**src/hw/dcf_pkg.sv**
```systemverilog
// Constants for the FIFO pointer and flag block.
// Assumes one 50 MHz clock and a memory of 512 words of 9 bits.
package dcf_pkg;

	////////////////////////////////////////////////////////////////////
	// Pointer geometry
	localparam int unsigned PTR_W     = 12;
	localparam int unsigned IDX_W     = 9;
	localparam int unsigned THR_W     = 12;
	localparam logic [11:0] PTR_MAX   = 12'h1FF;
	localparam logic [11:0] PTR_RST   = 12'h000;
	localparam int unsigned WORD_BITS = 9;
	localparam int unsigned FILL_W    = 10;
	localparam int unsigned BITS_W    = 14;
	localparam int unsigned SYNC_STAGES = 2;

	////////////////////////////////////////////////////////////////////
	// Register port
	localparam int unsigned ADDR_W    = 8;
	localparam int unsigned DATA_W    = 32;
	localparam logic [7:0]  REG_STATUS  = 8'h00;
	localparam logic [7:0]  REG_IRQ_EN  = 8'h04;
	localparam logic [7:0]  REG_IRQ_CLR = 8'h08;
	localparam logic [7:0]  REG_LEVEL   = 8'h0C;
	localparam logic [7:0]  REG_PTRS    = 8'h10;
	localparam logic [31:0] RD_UNMAPPED = 32'h0000_0000;

	////////////////////////////////////////////////////////////////////
	// Event bits of the status, enable and clear registers
	localparam int unsigned EV_W          = 6;
	localparam int unsigned EV_FULL       = 0;
	localparam int unsigned EV_EMPTY      = 1;
	localparam int unsigned EV_NEAR_FULL  = 2;
	localparam int unsigned EV_NEAR_EMPTY = 3;
	localparam int unsigned EV_OVERFLOW   = 4;
	localparam int unsigned EV_UNDERFLOW  = 5;
	localparam logic [5:0]  EV_RST        = 6'h00;
	localparam logic [5:0]  IRQ_EN_RST    = 6'h00;
	// Flag history at reset: empty and near-empty up, so no false edge
	localparam logic [5:0]  FLAGS_Q_RST   = 6'h0A;

	// Bit positions in the pointer readback word
	localparam int unsigned PTRS_WR_LSB = 0;
	localparam int unsigned PTRS_RD_LSB = 16;

endpackage : dcf_pkg

```
**src/hw/dcf_flag_fifo.sv**
```systemverilog
// FIFO pointer, full/empty and threshold flag logic for a 512x9 memory.
// Assumes writer, reader and register master all run on clk; memory
// itself sits outside and is addressed by the two pointers.
//
// The implementer's own choices: the register offsets and the strobed register port.

////////////////////////////////////////////////////////////////////////
// Operation
// - Read-halt high stops read counter once empty is raised.
// - Write-halt high stops write counter once full is raised.
// - Full flag lives on write side and blocks writes immediately.
// - Full compares write pointer with delayed copy of read pointer.
// - Full stays set two write edges after a freeing read.
// - Empty flag lives on read side and blocks reads immediately.
// - Empty compares read pointer with delayed copy of write pointer.
// - Empty stays set two read edges after a filling write.
// - Near-empty and near-full thresholds are 12-bit inputs from user.
// - Separate 12-bit write and read counters, each steps by one.
// - Counters start at zero, reach 511, then wrap to zero.
// - Near-full set when pointer difference reaches threshold.
// - Near-empty set when pointer difference is at most threshold.
// - Thresholds count data bits, not words.
// - Near-full holds until difference falls below threshold.
// - Read-halt low lets read counter wrap past empty to reread.
module dcf_flag_fifo (
	// Clock and reset
	input  wire logic        clk,
	input  wire logic        nrst,
	// Write side
	input  wire logic        wr_req,
	input  wire logic        write_counter_halt,
	output logic             write_accept,
	output logic [11:0]      write_pointer,
	// Read side
	input  wire logic        rd_req,
	input  wire logic        read_counter_halt,
	output logic             read_accept,
	output logic [11:0]      read_pointer,
	// Flags and thresholds
	input  wire logic [11:0] near_full_threshold,
	input  wire logic [11:0] near_empty_threshold,
	output logic             full_flag,
	output logic             empty_flag,
	output logic             near_full_flag,
	output logic             near_empty_flag,
	// Register port
	input  wire logic [7:0]  reg_addr,
	input  wire logic [31:0] reg_wdata,
	input  wire logic        reg_wr,
	input  wire logic        reg_rd,
	output logic [31:0]      reg_rdata,
	// Interrupt
	output logic             irq
);

	////////////////////////////////////////////////////////////////////
	// Pointers: 12-bit counter plus a lap bit to tell full from empty
	logic [11:0] wp_ff;
	logic [11:0] rp_ff;
	logic        wlap_ff;
	logic        rlap_ff;
	logic        wr_adv;
	logic        rd_adv;

	// Delayed copies crossing into the opposite side
	logic [12:0] rp_s1_ff;
	logic [12:0] rp_s2_ff;
	logic [12:0] wp_s1_ff;
	logic [12:0] wp_s2_ff;

	logic [9:0]  wfill;
	logic [9:0]  rfill;
	logic [13:0] wfill_bits;
	logic [13:0] rfill_bits;

	assign write_pointer = wp_ff;
	assign read_pointer  = rp_ff;

	// A halted counter freezes only while its flag is up
	assign wr_adv = wr_req && !(full_flag && write_counter_halt);
	assign rd_adv = rd_req && !(empty_flag && read_counter_halt);

	// Memory is touched only when the flag allows it
	assign write_accept = wr_req && !full_flag;
	assign read_accept  = rd_req && !empty_flag;

	always_ff @(posedge clk) begin
		if (!nrst) begin
			wp_ff   <= dcf_pkg::PTR_RST;
			wlap_ff <= 1'b0;
		end else if (wr_adv) begin
			if (wp_ff == dcf_pkg::PTR_MAX) begin
				wp_ff   <= dcf_pkg::PTR_RST;
				wlap_ff <= !wlap_ff;
			end else begin
				wp_ff <= wp_ff + 12'h001;
			end
		end
	end

	always_ff @(posedge clk) begin
		if (!nrst) begin
			rp_ff   <= dcf_pkg::PTR_RST;
			rlap_ff <= 1'b0;
		end else if (rd_adv) begin
			if (rp_ff == dcf_pkg::PTR_MAX) begin
				rp_ff   <= dcf_pkg::PTR_RST;
				rlap_ff <= !rlap_ff;
			end else begin
				rp_ff <= rp_ff + 12'h001;
			end
		end
	end

	////////////////////////////////////////////////////////////////////
	// Two-stage copies; the flag that drops waits out both stages
	always_ff @(posedge clk) begin
		if (!nrst) begin
			rp_s1_ff <= 13'h0000;
			rp_s2_ff <= 13'h0000;
			wp_s1_ff <= 13'h0000;
			wp_s2_ff <= 13'h0000;
		end else begin
			rp_s1_ff <= {rlap_ff, rp_ff};
			rp_s2_ff <= rp_s1_ff;
			wp_s1_ff <= {wlap_ff, wp_ff};
			wp_s2_ff <= wp_s1_ff;
		end
	end

	// Raised at once by own side, released late by the far side
	assign full_flag = (wp_ff[8:0] == rp_s2_ff[8:0]) &&
		(wlap_ff != rp_s2_ff[12]);
	assign empty_flag = (rp_ff[8:0] == wp_s2_ff[8:0]) &&
		(rlap_ff == wp_s2_ff[12]);

	// Words held, seen from each side; lap bit makes 512 reachable
	assign wfill = {1'b0, wp_ff[8:0]} - {1'b0, rp_s2_ff[8:0]} +
		((wlap_ff != rp_s2_ff[12]) ? 10'h200 : 10'h000);
	assign rfill = {1'b0, wp_s2_ff[8:0]} - {1'b0, rp_ff[8:0]} +
		((rlap_ff != wp_s2_ff[12]) ? 10'h200 : 10'h000);

	// Scaled to data bits so mixed port widths share one threshold
	assign wfill_bits = 14'(wfill * 10'(dcf_pkg::WORD_BITS));
	assign rfill_bits = 14'(rfill * 10'(dcf_pkg::WORD_BITS));

	// Zero fill never counts as near full, so reset leaves it low
	assign near_full_flag = (wfill != 10'h000) &&
		(wfill_bits >= {2'b00, near_full_threshold});
	assign near_empty_flag =
		(rfill_bits <= {2'b00, near_empty_threshold});

	////////////////////////////////////////////////////////////////////
	// Event detection
	logic [5:0] flags_q_ff;
	logic [5:0] events;
	logic [5:0] status_ff;
	logic [5:0] irq_en_ff;
	logic [5:0] clr_mask;

	always_ff @(posedge clk) begin
		if (!nrst) begin
			flags_q_ff <= dcf_pkg::FLAGS_Q_RST;
		end else begin
			flags_q_ff <= {2'b00, near_empty_flag, near_full_flag,
				empty_flag, full_flag};
		end
	end

	always_comb begin
		events = 6'h00;
		events[dcf_pkg::EV_FULL] = full_flag &&
			!flags_q_ff[dcf_pkg::EV_FULL];
		events[dcf_pkg::EV_EMPTY] = empty_flag &&
			!flags_q_ff[dcf_pkg::EV_EMPTY];
		events[dcf_pkg::EV_NEAR_FULL] = near_full_flag &&
			!flags_q_ff[dcf_pkg::EV_NEAR_FULL];
		events[dcf_pkg::EV_NEAR_EMPTY] = near_empty_flag &&
			!flags_q_ff[dcf_pkg::EV_NEAR_EMPTY];
		events[dcf_pkg::EV_OVERFLOW]  = wr_req && full_flag;
		events[dcf_pkg::EV_UNDERFLOW] = rd_req && empty_flag;
	end

	////////////////////////////////////////////////////////////////////
	// Register port
	always_comb begin
		clr_mask = 6'h00;
		if (reg_wr && reg_addr == dcf_pkg::REG_IRQ_CLR) begin
			clr_mask = reg_wdata[5:0];
		end
	end

	// A new event in the clearing cycle survives the clear
	always_ff @(posedge clk) begin
		if (!nrst) begin
			status_ff <= dcf_pkg::EV_RST;
		end else begin
			status_ff <= (status_ff & ~clr_mask) | events;
		end
	end

	always_ff @(posedge clk) begin
		if (!nrst) begin
			irq_en_ff <= dcf_pkg::IRQ_EN_RST;
		end else if (reg_wr && reg_addr == dcf_pkg::REG_IRQ_EN) begin
			irq_en_ff <= reg_wdata[5:0];
		end
	end

	always_ff @(posedge clk) begin
		if (!nrst) begin
			reg_rdata <= dcf_pkg::RD_UNMAPPED;
		end else if (reg_rd) begin
			if (reg_addr == dcf_pkg::REG_STATUS) begin
				reg_rdata <= {26'h0, status_ff};
			end else if (reg_addr == dcf_pkg::REG_IRQ_EN) begin
				reg_rdata <= {26'h0, irq_en_ff};
			end else if (reg_addr == dcf_pkg::REG_LEVEL) begin
				reg_rdata <= {22'h0, wfill};
			end else if (reg_addr == dcf_pkg::REG_PTRS) begin
				reg_rdata <= {3'h0, rlap_ff, rp_ff, 3'h0, wlap_ff, wp_ff};
			end else begin
				reg_rdata <= dcf_pkg::RD_UNMAPPED;
			end
		end else begin
			reg_rdata <= dcf_pkg::RD_UNMAPPED;
		end
	end

	assign irq = |(status_ff & irq_en_ff);
endmodule : dcf_flag_fifo

```
**config.mk**
```make
export PLATFORM = sky130hd
export DESIGN_NAME = dcf_flag_fifo
export DESIGN_NICKNAME = d
export VERILOG_FILES = /design/src/hw/dcf_pkg.sv /design/src/hw/dcf_flag_fifo.sv
export SDC_FILE = /design/constraint.sdc
export NUM_CORES = 1
export LEC_CHECK = 0
export ABC_AREA = 1
export BUFFER_PORTS_ARGS = -buffer_cell sky130_fd_sc_hd__buf_2
export CAP_MARGIN = 20
export CELL_PAD_IN_SITES_DETAIL_PLACEMENT = 1
export CELL_PAD_IN_SITES_GLOBAL_PLACEMENT = 2
export CORE_ASPECT_RATIO = 2
export CORE_MARGIN = 5
export CORE_UTILIZATION = 33
export DETAILED_ROUTE_END_ITERATION = 8
export HOLD_SLACK_MARGIN = 0.03
export PLACE_DENSITY_LB_ADDON = 0.1
export SLEW_MARGIN = 20
export SYNTH_ARGS = -nofsm -noshare
export SYNTH_HDL_FRONTEND = slang
export SYNTH_SLANG_ARGS = --single-unit
```
**constraint.sdc**
```tcl
create_clock -name clk -period 12.1 [get_ports clk]
set_input_delay 1.21 -clock clk [delete_from_list [all_inputs] [get_ports clk]]
set_output_delay 1.21 -clock clk [all_outputs]
set_load 0.05 [all_outputs]
```
* Word-level counts from Yosys, hierarchy flattened
Index checks and enable logic that the tools add are counted. W data, S select, Z words.
Cells by class: magnitude comparators 2, reduce and logical (&&, ||, !) cells 35, bitwise gates (word level) 7, multipliers 2, multiplexer cells 9, eq/ne operators 11, shifts and indexed selects 0, divide/modulo/power cells 0, add/subtract/negate cells 6
Operators by type and width (number):
- $mux W10 | 4
- $mul A10 B4 Y14 const B | 2
- $add A12 B1 Y12 const B | 2
- $eq A12 B9 Y1 const B | 2
- $mux W12 | 2
- $add A10 B10 Y10 | 2
- $sub A9 B9 Y10 | 2
- $eq A9 B9 Y1 | 2
- $mux W6 | 3
- $logic_and A1 B1 Y1 | 17
- $eq A8 B4 Y1 const B | 2
- $ge A14 B12 Y1 | 1
- $le A14 B12 Y1 | 1
- $and A6 B6 Y6 | 2
- $reduce_or A6 Y1 | 2
- $logic_not A1 Y1 | 10
- $reduce_bool A10 Y1 | 1
- $eq A8 B3 Y1 const B | 1
- $eq A8 B5 Y1 const B | 1
- $logic_not A8 Y1 | 1
- $not A6 Y6 | 1
- $or A6 B6 Y6 | 1
- $reduce_and A2 Y1 | 3
- $reduce_or A4 Y1 | 1
- other kinds (3) | 6
Storage, ports and cells: bits in registers 120, ROM bits 0, memories kept 0, output and inout bits 63, latch bits 0, bits of input ports 72, word-level logic and storage cells 86, bits in writable memories 0

* Longest topological paths before layout
depth in word-level cells 8, gate-level depth with buffers 28, depth with buffers taken out 28

* Worst setup path after synthesis
No wires, ideal clock.
kind flip-flop to output port, start point register wp_ff[0], in the netlist write_pointer[0], end point output near_full_flag, required time 10.890 ns, cell stages (with the launch flop) 28, path buffers 0, setup slack 6.692 ns, data arrival time 4.198 ns, cell sequence dfxtp_1 -> inv_1 -> ha_1 -> inv_1 -> fa_1 -> nand3_1 -> nand2_1 -> nand2_1 -> nand2_1 -> nand2_1 -> nand2_1 -> inv_1 -> ha_1 -> ha_1 -> a21oi_1 -> nand2_1 -> nand2_1 -> nand2_1 -> a21oi_1 -> xnor2_1 -> ha_1 -> a21oi_1 -> o21a_1 -> nand2_1 -> a21boi_0 -> nand3_1 -> nand2_1 -> inv_1
On the way: word-level cells in the longest chain between the ends 5, elaborated cells on any way between the ends 6, classes of those cells add/sub (2); mul (1); order compare (1); reduce/logical (2)
Ends and longest elaborated chain:
- from (decl) | line dcf_flag_fifo.sv:58 | logic [11:0] wp_ff;
- from (signal assigned) | line dcf_flag_fifo.sv:89 | wp_ff <= dcf_pkg::PTR_RST;
- from (signal assigned) | line dcf_flag_fifo.sv:93 | wp_ff <= dcf_pkg::PTR_RST;
- from (signal assigned) | line dcf_flag_fifo.sv:96 | wp_ff <= wp_ff + 12'h001;
- $sub A9 B9 Y10 (*) | line dcf_flag_fifo.sv:138 | assign wfill = {1'b0, wp_ff[8:0]} - {1'b0, rp_s2_ff[8:0]} +
- $add A10 B10 Y10 (*) | line dcf_flag_fifo.sv:138
- $mul A10 B4 Y14 | line dcf_flag_fifo.sv:144 | assign wfill_bits = 14'(wfill * 10'(dcf_pkg::WORD_BITS));
- $ge A14 B12 Y1 | line dcf_flag_fifo.sv:149 | (wfill_bits >= {2'b00, near_full_threshold});
- $logic_and A1 B1 Y1 (*) | line dcf_flag_fifo.sv:148 | assign near_full_flag = (wfill != 10'h000) &&
- to (decl) | line dcf_flag_fifo.sv:44 | output logic near_full_flag,
Every way passes the cells marked *; elsewhere a longest branch is shown, timed or not.

* Final worst setup path
Ends and elaborated chain as after synthesis.

==> parameters.txt <==
Parameter                              Value

Status
  Result of the run    finished, final reports clean

Critical path
  Worst setup SP type    flip-flop
  Critical path data required time    10890 ps
  Worst reg-to-reg setup slack    7480 ps
  FF-to-FF Start    write_pointer[0]$_SDFFE_PN0P_
  Maximum net fanout on the critical path    8
  Largest stage delay, worst path    510 ps
  Crit path DAT    5030 ps
  Capture point of the worst reg-to-reg path    flags_q_ff[2]$_SDFF_PN0_
  Library cell appearing most often on the critical path    nand2_1
  Slowest cell on the critical path    dfxtp_1
  Path depth of the worst reg2reg path    27
  Critical path class    reg -> out
  CP endpoint kind    primary output

CTS
  Count of H-tree levels built during CTS    3
  Clock tree from TritonCTS    done
  Master cell of the clock root buffer    clkbuf_16
  Total setup buffers inserted after CTS    0
  Clock transition at path regs    70 ps
  Number of CTS-inserted buffers    9
  Total of cells resized after clock tree synthesis    0
  Number of buffers inserted by hold repair at cts    0
  Maximum buffer depth of the clock tree    2
  Clock latency at the later pin of the worst-skew pair    360 ps
  Clock Sinks    108

Die
  Boundary pin count    135
  Number of placement rows    73
  Horiz. Die Dim    111 um
  Die Outline Area    0.0235 mm2
  Die Y    212 um
  Effective utilization at floorplan    33.6%
  Placeable core region    0.0200 mm2

Flow run
  Count of maximum capacitance violations    0

Drt
  Count of vias placed by the detailed router    6195
  Iteration-0 DRC count of the detailed router    206
  Drt drc    0
  Vias per inst    4.68
  First-pass DRT Iterations    4
  Number of nets with antenna violations after routing    0
  Routed length per instance    16.1 um
  Wire length after detailed routing    21.3 mm

Pwr
  Part of the power in combinational logic    32.1%
  Power density over the cells    136 mW/mm2
  Tot Pwr    1070 uW
  Static Leakage    0.00436 uW
  Relative contribution of the clock network to total power    32.9%
  Sequential group share of total power    35.0%
  Switching power summed over all nets    374 uW
  Peak supply drop    0.0630 mV
  Proportion of total power due to net switching    35.1%
  Internal power summed over all cells    692 uW

Yosys
  Most common library cells after synthesis    nand2_1, inv_1, dfxtp_1, ha_1, nor2_1
  Syn_area_per_cell    7.01 um2
  Share of the yosys chip area belonging to registers    32.2%
  Top cell type's share of synthesized area    32.2%
  EDFF count, synth    0
  Post-synthesis instance area    0.00671 mm2
  Yosys warns    0
  Largest area contributor in the synthesized netlist    dfxtp_1
  Count of unique library cells instantiated by Yosys    47
  Most numerous cell in the Yosys netlist    nand2_1
  Main flop type after synthesis    dfxtp_1
  Share of flip-flops with an asynchronous set or reset after synthesis    0%
  Post-Syn Instances    958
  Largest cells by area after synthesis    dfxtp_1, ha_1, nand2_1
  Number of flip-flops and latches in the synthesized netlist    108

Timing
  Final hold slack    415 ps
  Number of max-slew violations in the final report    0
  Worst clock skew    10.3 ps
  Final min period    6240 ps
  Slew at the pin closest to its max-slew limit    955 ps
  Final setup violation count    0
  Relative slew margins    36.3%
  Setup repair after global routing missed its margin    false
  Crit share post-route    51.6%
  Achievable frequency    160 MHz
  Setup TNS after final layout    0 ps
  Hold Fails Final Rpt    0

Place
  Count of input and output buffers    102
  Final Wtd Congestion    0.778
  Instance area at placement    0.00746 mm2
  Detailed placer's ending HPWL    18.0 mm

Cells and area
  Layout overhead on the synthesized area    16.5%
  Antenna Diode Count    0
  Proportion of layout cells with a drive suffix above 1    14.6%
  Final Core Density    39.1%
  Nets@finish    1206
  Post-route design area    0.00782 mm2

Global routing
  Wire length of the first global-routing pass    33.9 mm
  Antenna violations before repair    0
  Total grt overflow    0
  Pin count of the biggest net entering global routing    55
  All-layer global routing usage    18.5%
  Via count of the first global-routing pass    6555

Min path
  Kind of path behind the tightest hold check    reg -> reg
  Min-delay src    wp_s1_ff[3]$_SDFF_PN0_
  Depth of the worst hold-timing path    2
  Sink of the worst hold path    wp_s2_ff[3]$_SDFF_PN0_
flip-flops by register name, summed over array words and instances (netlist names):
signal,count
reg_rdata,26
read_pointer,12
write_pointer,12
rp_s1_ff,10
rp_s2_ff,10
wp_s1_ff,10
wp_s2_ff,10
irq_en_ff,6
status_ff,6
flags_q_ff,4
rlap_ff,1
wlap_ff,1
layout make-up:
cell class,instances,area (um2)
Clock buffer,9,225
Sequential cell,108,2160
Tap cell,262,328
Fill cell,2562,12200
Timing Repair Buffer,104,526
Clock inverter,7,133
Inverter,204,767
Multi-Input combinational cell,631,3680
worst max path at each step:
stage	end	startpoint	cells past startpoint
2_1_floorplan	near_full_flag	write_pointer[0]$_SDFFE_PN0P_	27
3_3_place_gp	near_full_flag	write_pointer[0]$_SDFFE_PN0P_	28
3_5_place_dp	near_full_flag	write_pointer[0]$_SDFFE_PN0P_	28
4_1_cts	near_full_flag	write_pointer[0]$_SDFFE_PN0P_	28
5_1_grt	near_full_flag	write_pointer[0]$_SDFFE_PN0P_	28
6_report	near_full_flag	write_pointer[0]$_SDFFE_PN0P_	28
power by group through the flow:
stage               logic [uW]  clock network [uW]  registers (uW)
CTS                        354                 362             373
global route               399                 374             375
finish                     342                 350             373
detailed placement         352                   0             382
floorplan                  251                   0             384
global placement           348                   0             382
through the flow:
step	cells	setup slack, ps
6_report	1325	5860
5_1_grt	1325	5310
4_1_cts	1325	5700
3_5_place_dp	1309	6130
3_3_place_gp	1309	6160
2_1_floorplan	963	6690
worst max-delay path, delay by kind of cell (launching register included):
kind / cells / cell delay [ps]
DFF: 1 / 510
AOI/OAI and AO/OA: 5 / 810
xor gates and xnor gates: 1 / 180
and+or+nand+nor: 12 / 1130
adders and majority gates: 5 / 1410
buffers and inverters: 5 / 650
metal layers:
layer | GRT usage (%) | part of all wire, % | vias to the layer above
met4 | 8.72 | 4.2 | 0
li1 | - | - | 3186
met1 | 16.4 | 33 | 2884
met5 | 0 | 0 | -
met3 | 1.74 | 2.1 | 40
met2 | 40.0 | 60 | 85
cell families (layout without fill, tap and decap cells):
| logic type | after synthesis | after routing | synth area share (%) |
|---|---|---|---|
| AOI/OAI and AO/OA | 110 | 110 | 9.36 |
| DFF | 108 | 108 | 32.2 |
| buffers and inverters | 224 | 324 | 13.2 |
| and+or+nand+nor | 413 | 413 | 27.2 |
| xor gates and xnor gates | 26 | 26 | 3.39 |
| other | 1 | 6 | 0.0559 |
| adders and majority gates | 76 | 76 | 14.6 |
cell usage in the layout (no fill, tap or decap), types with 7 or more instances in the layout:
cell type / count
clkbuf_16: 9
ha_1: 72
dfxtp_1: 108
a21oi_1: 62
nand4_1: 15
xnor2_1: 10
nand3_1: 51
buf_2: 102
inv_1: 197
nand2_2: 7
nor3_1: 8
nand2_1: 236
o22ai_1: 8
xor2_1: 16
o21ai_0: 18
nor2_1: 67
(Power assumes the default switching activity.)
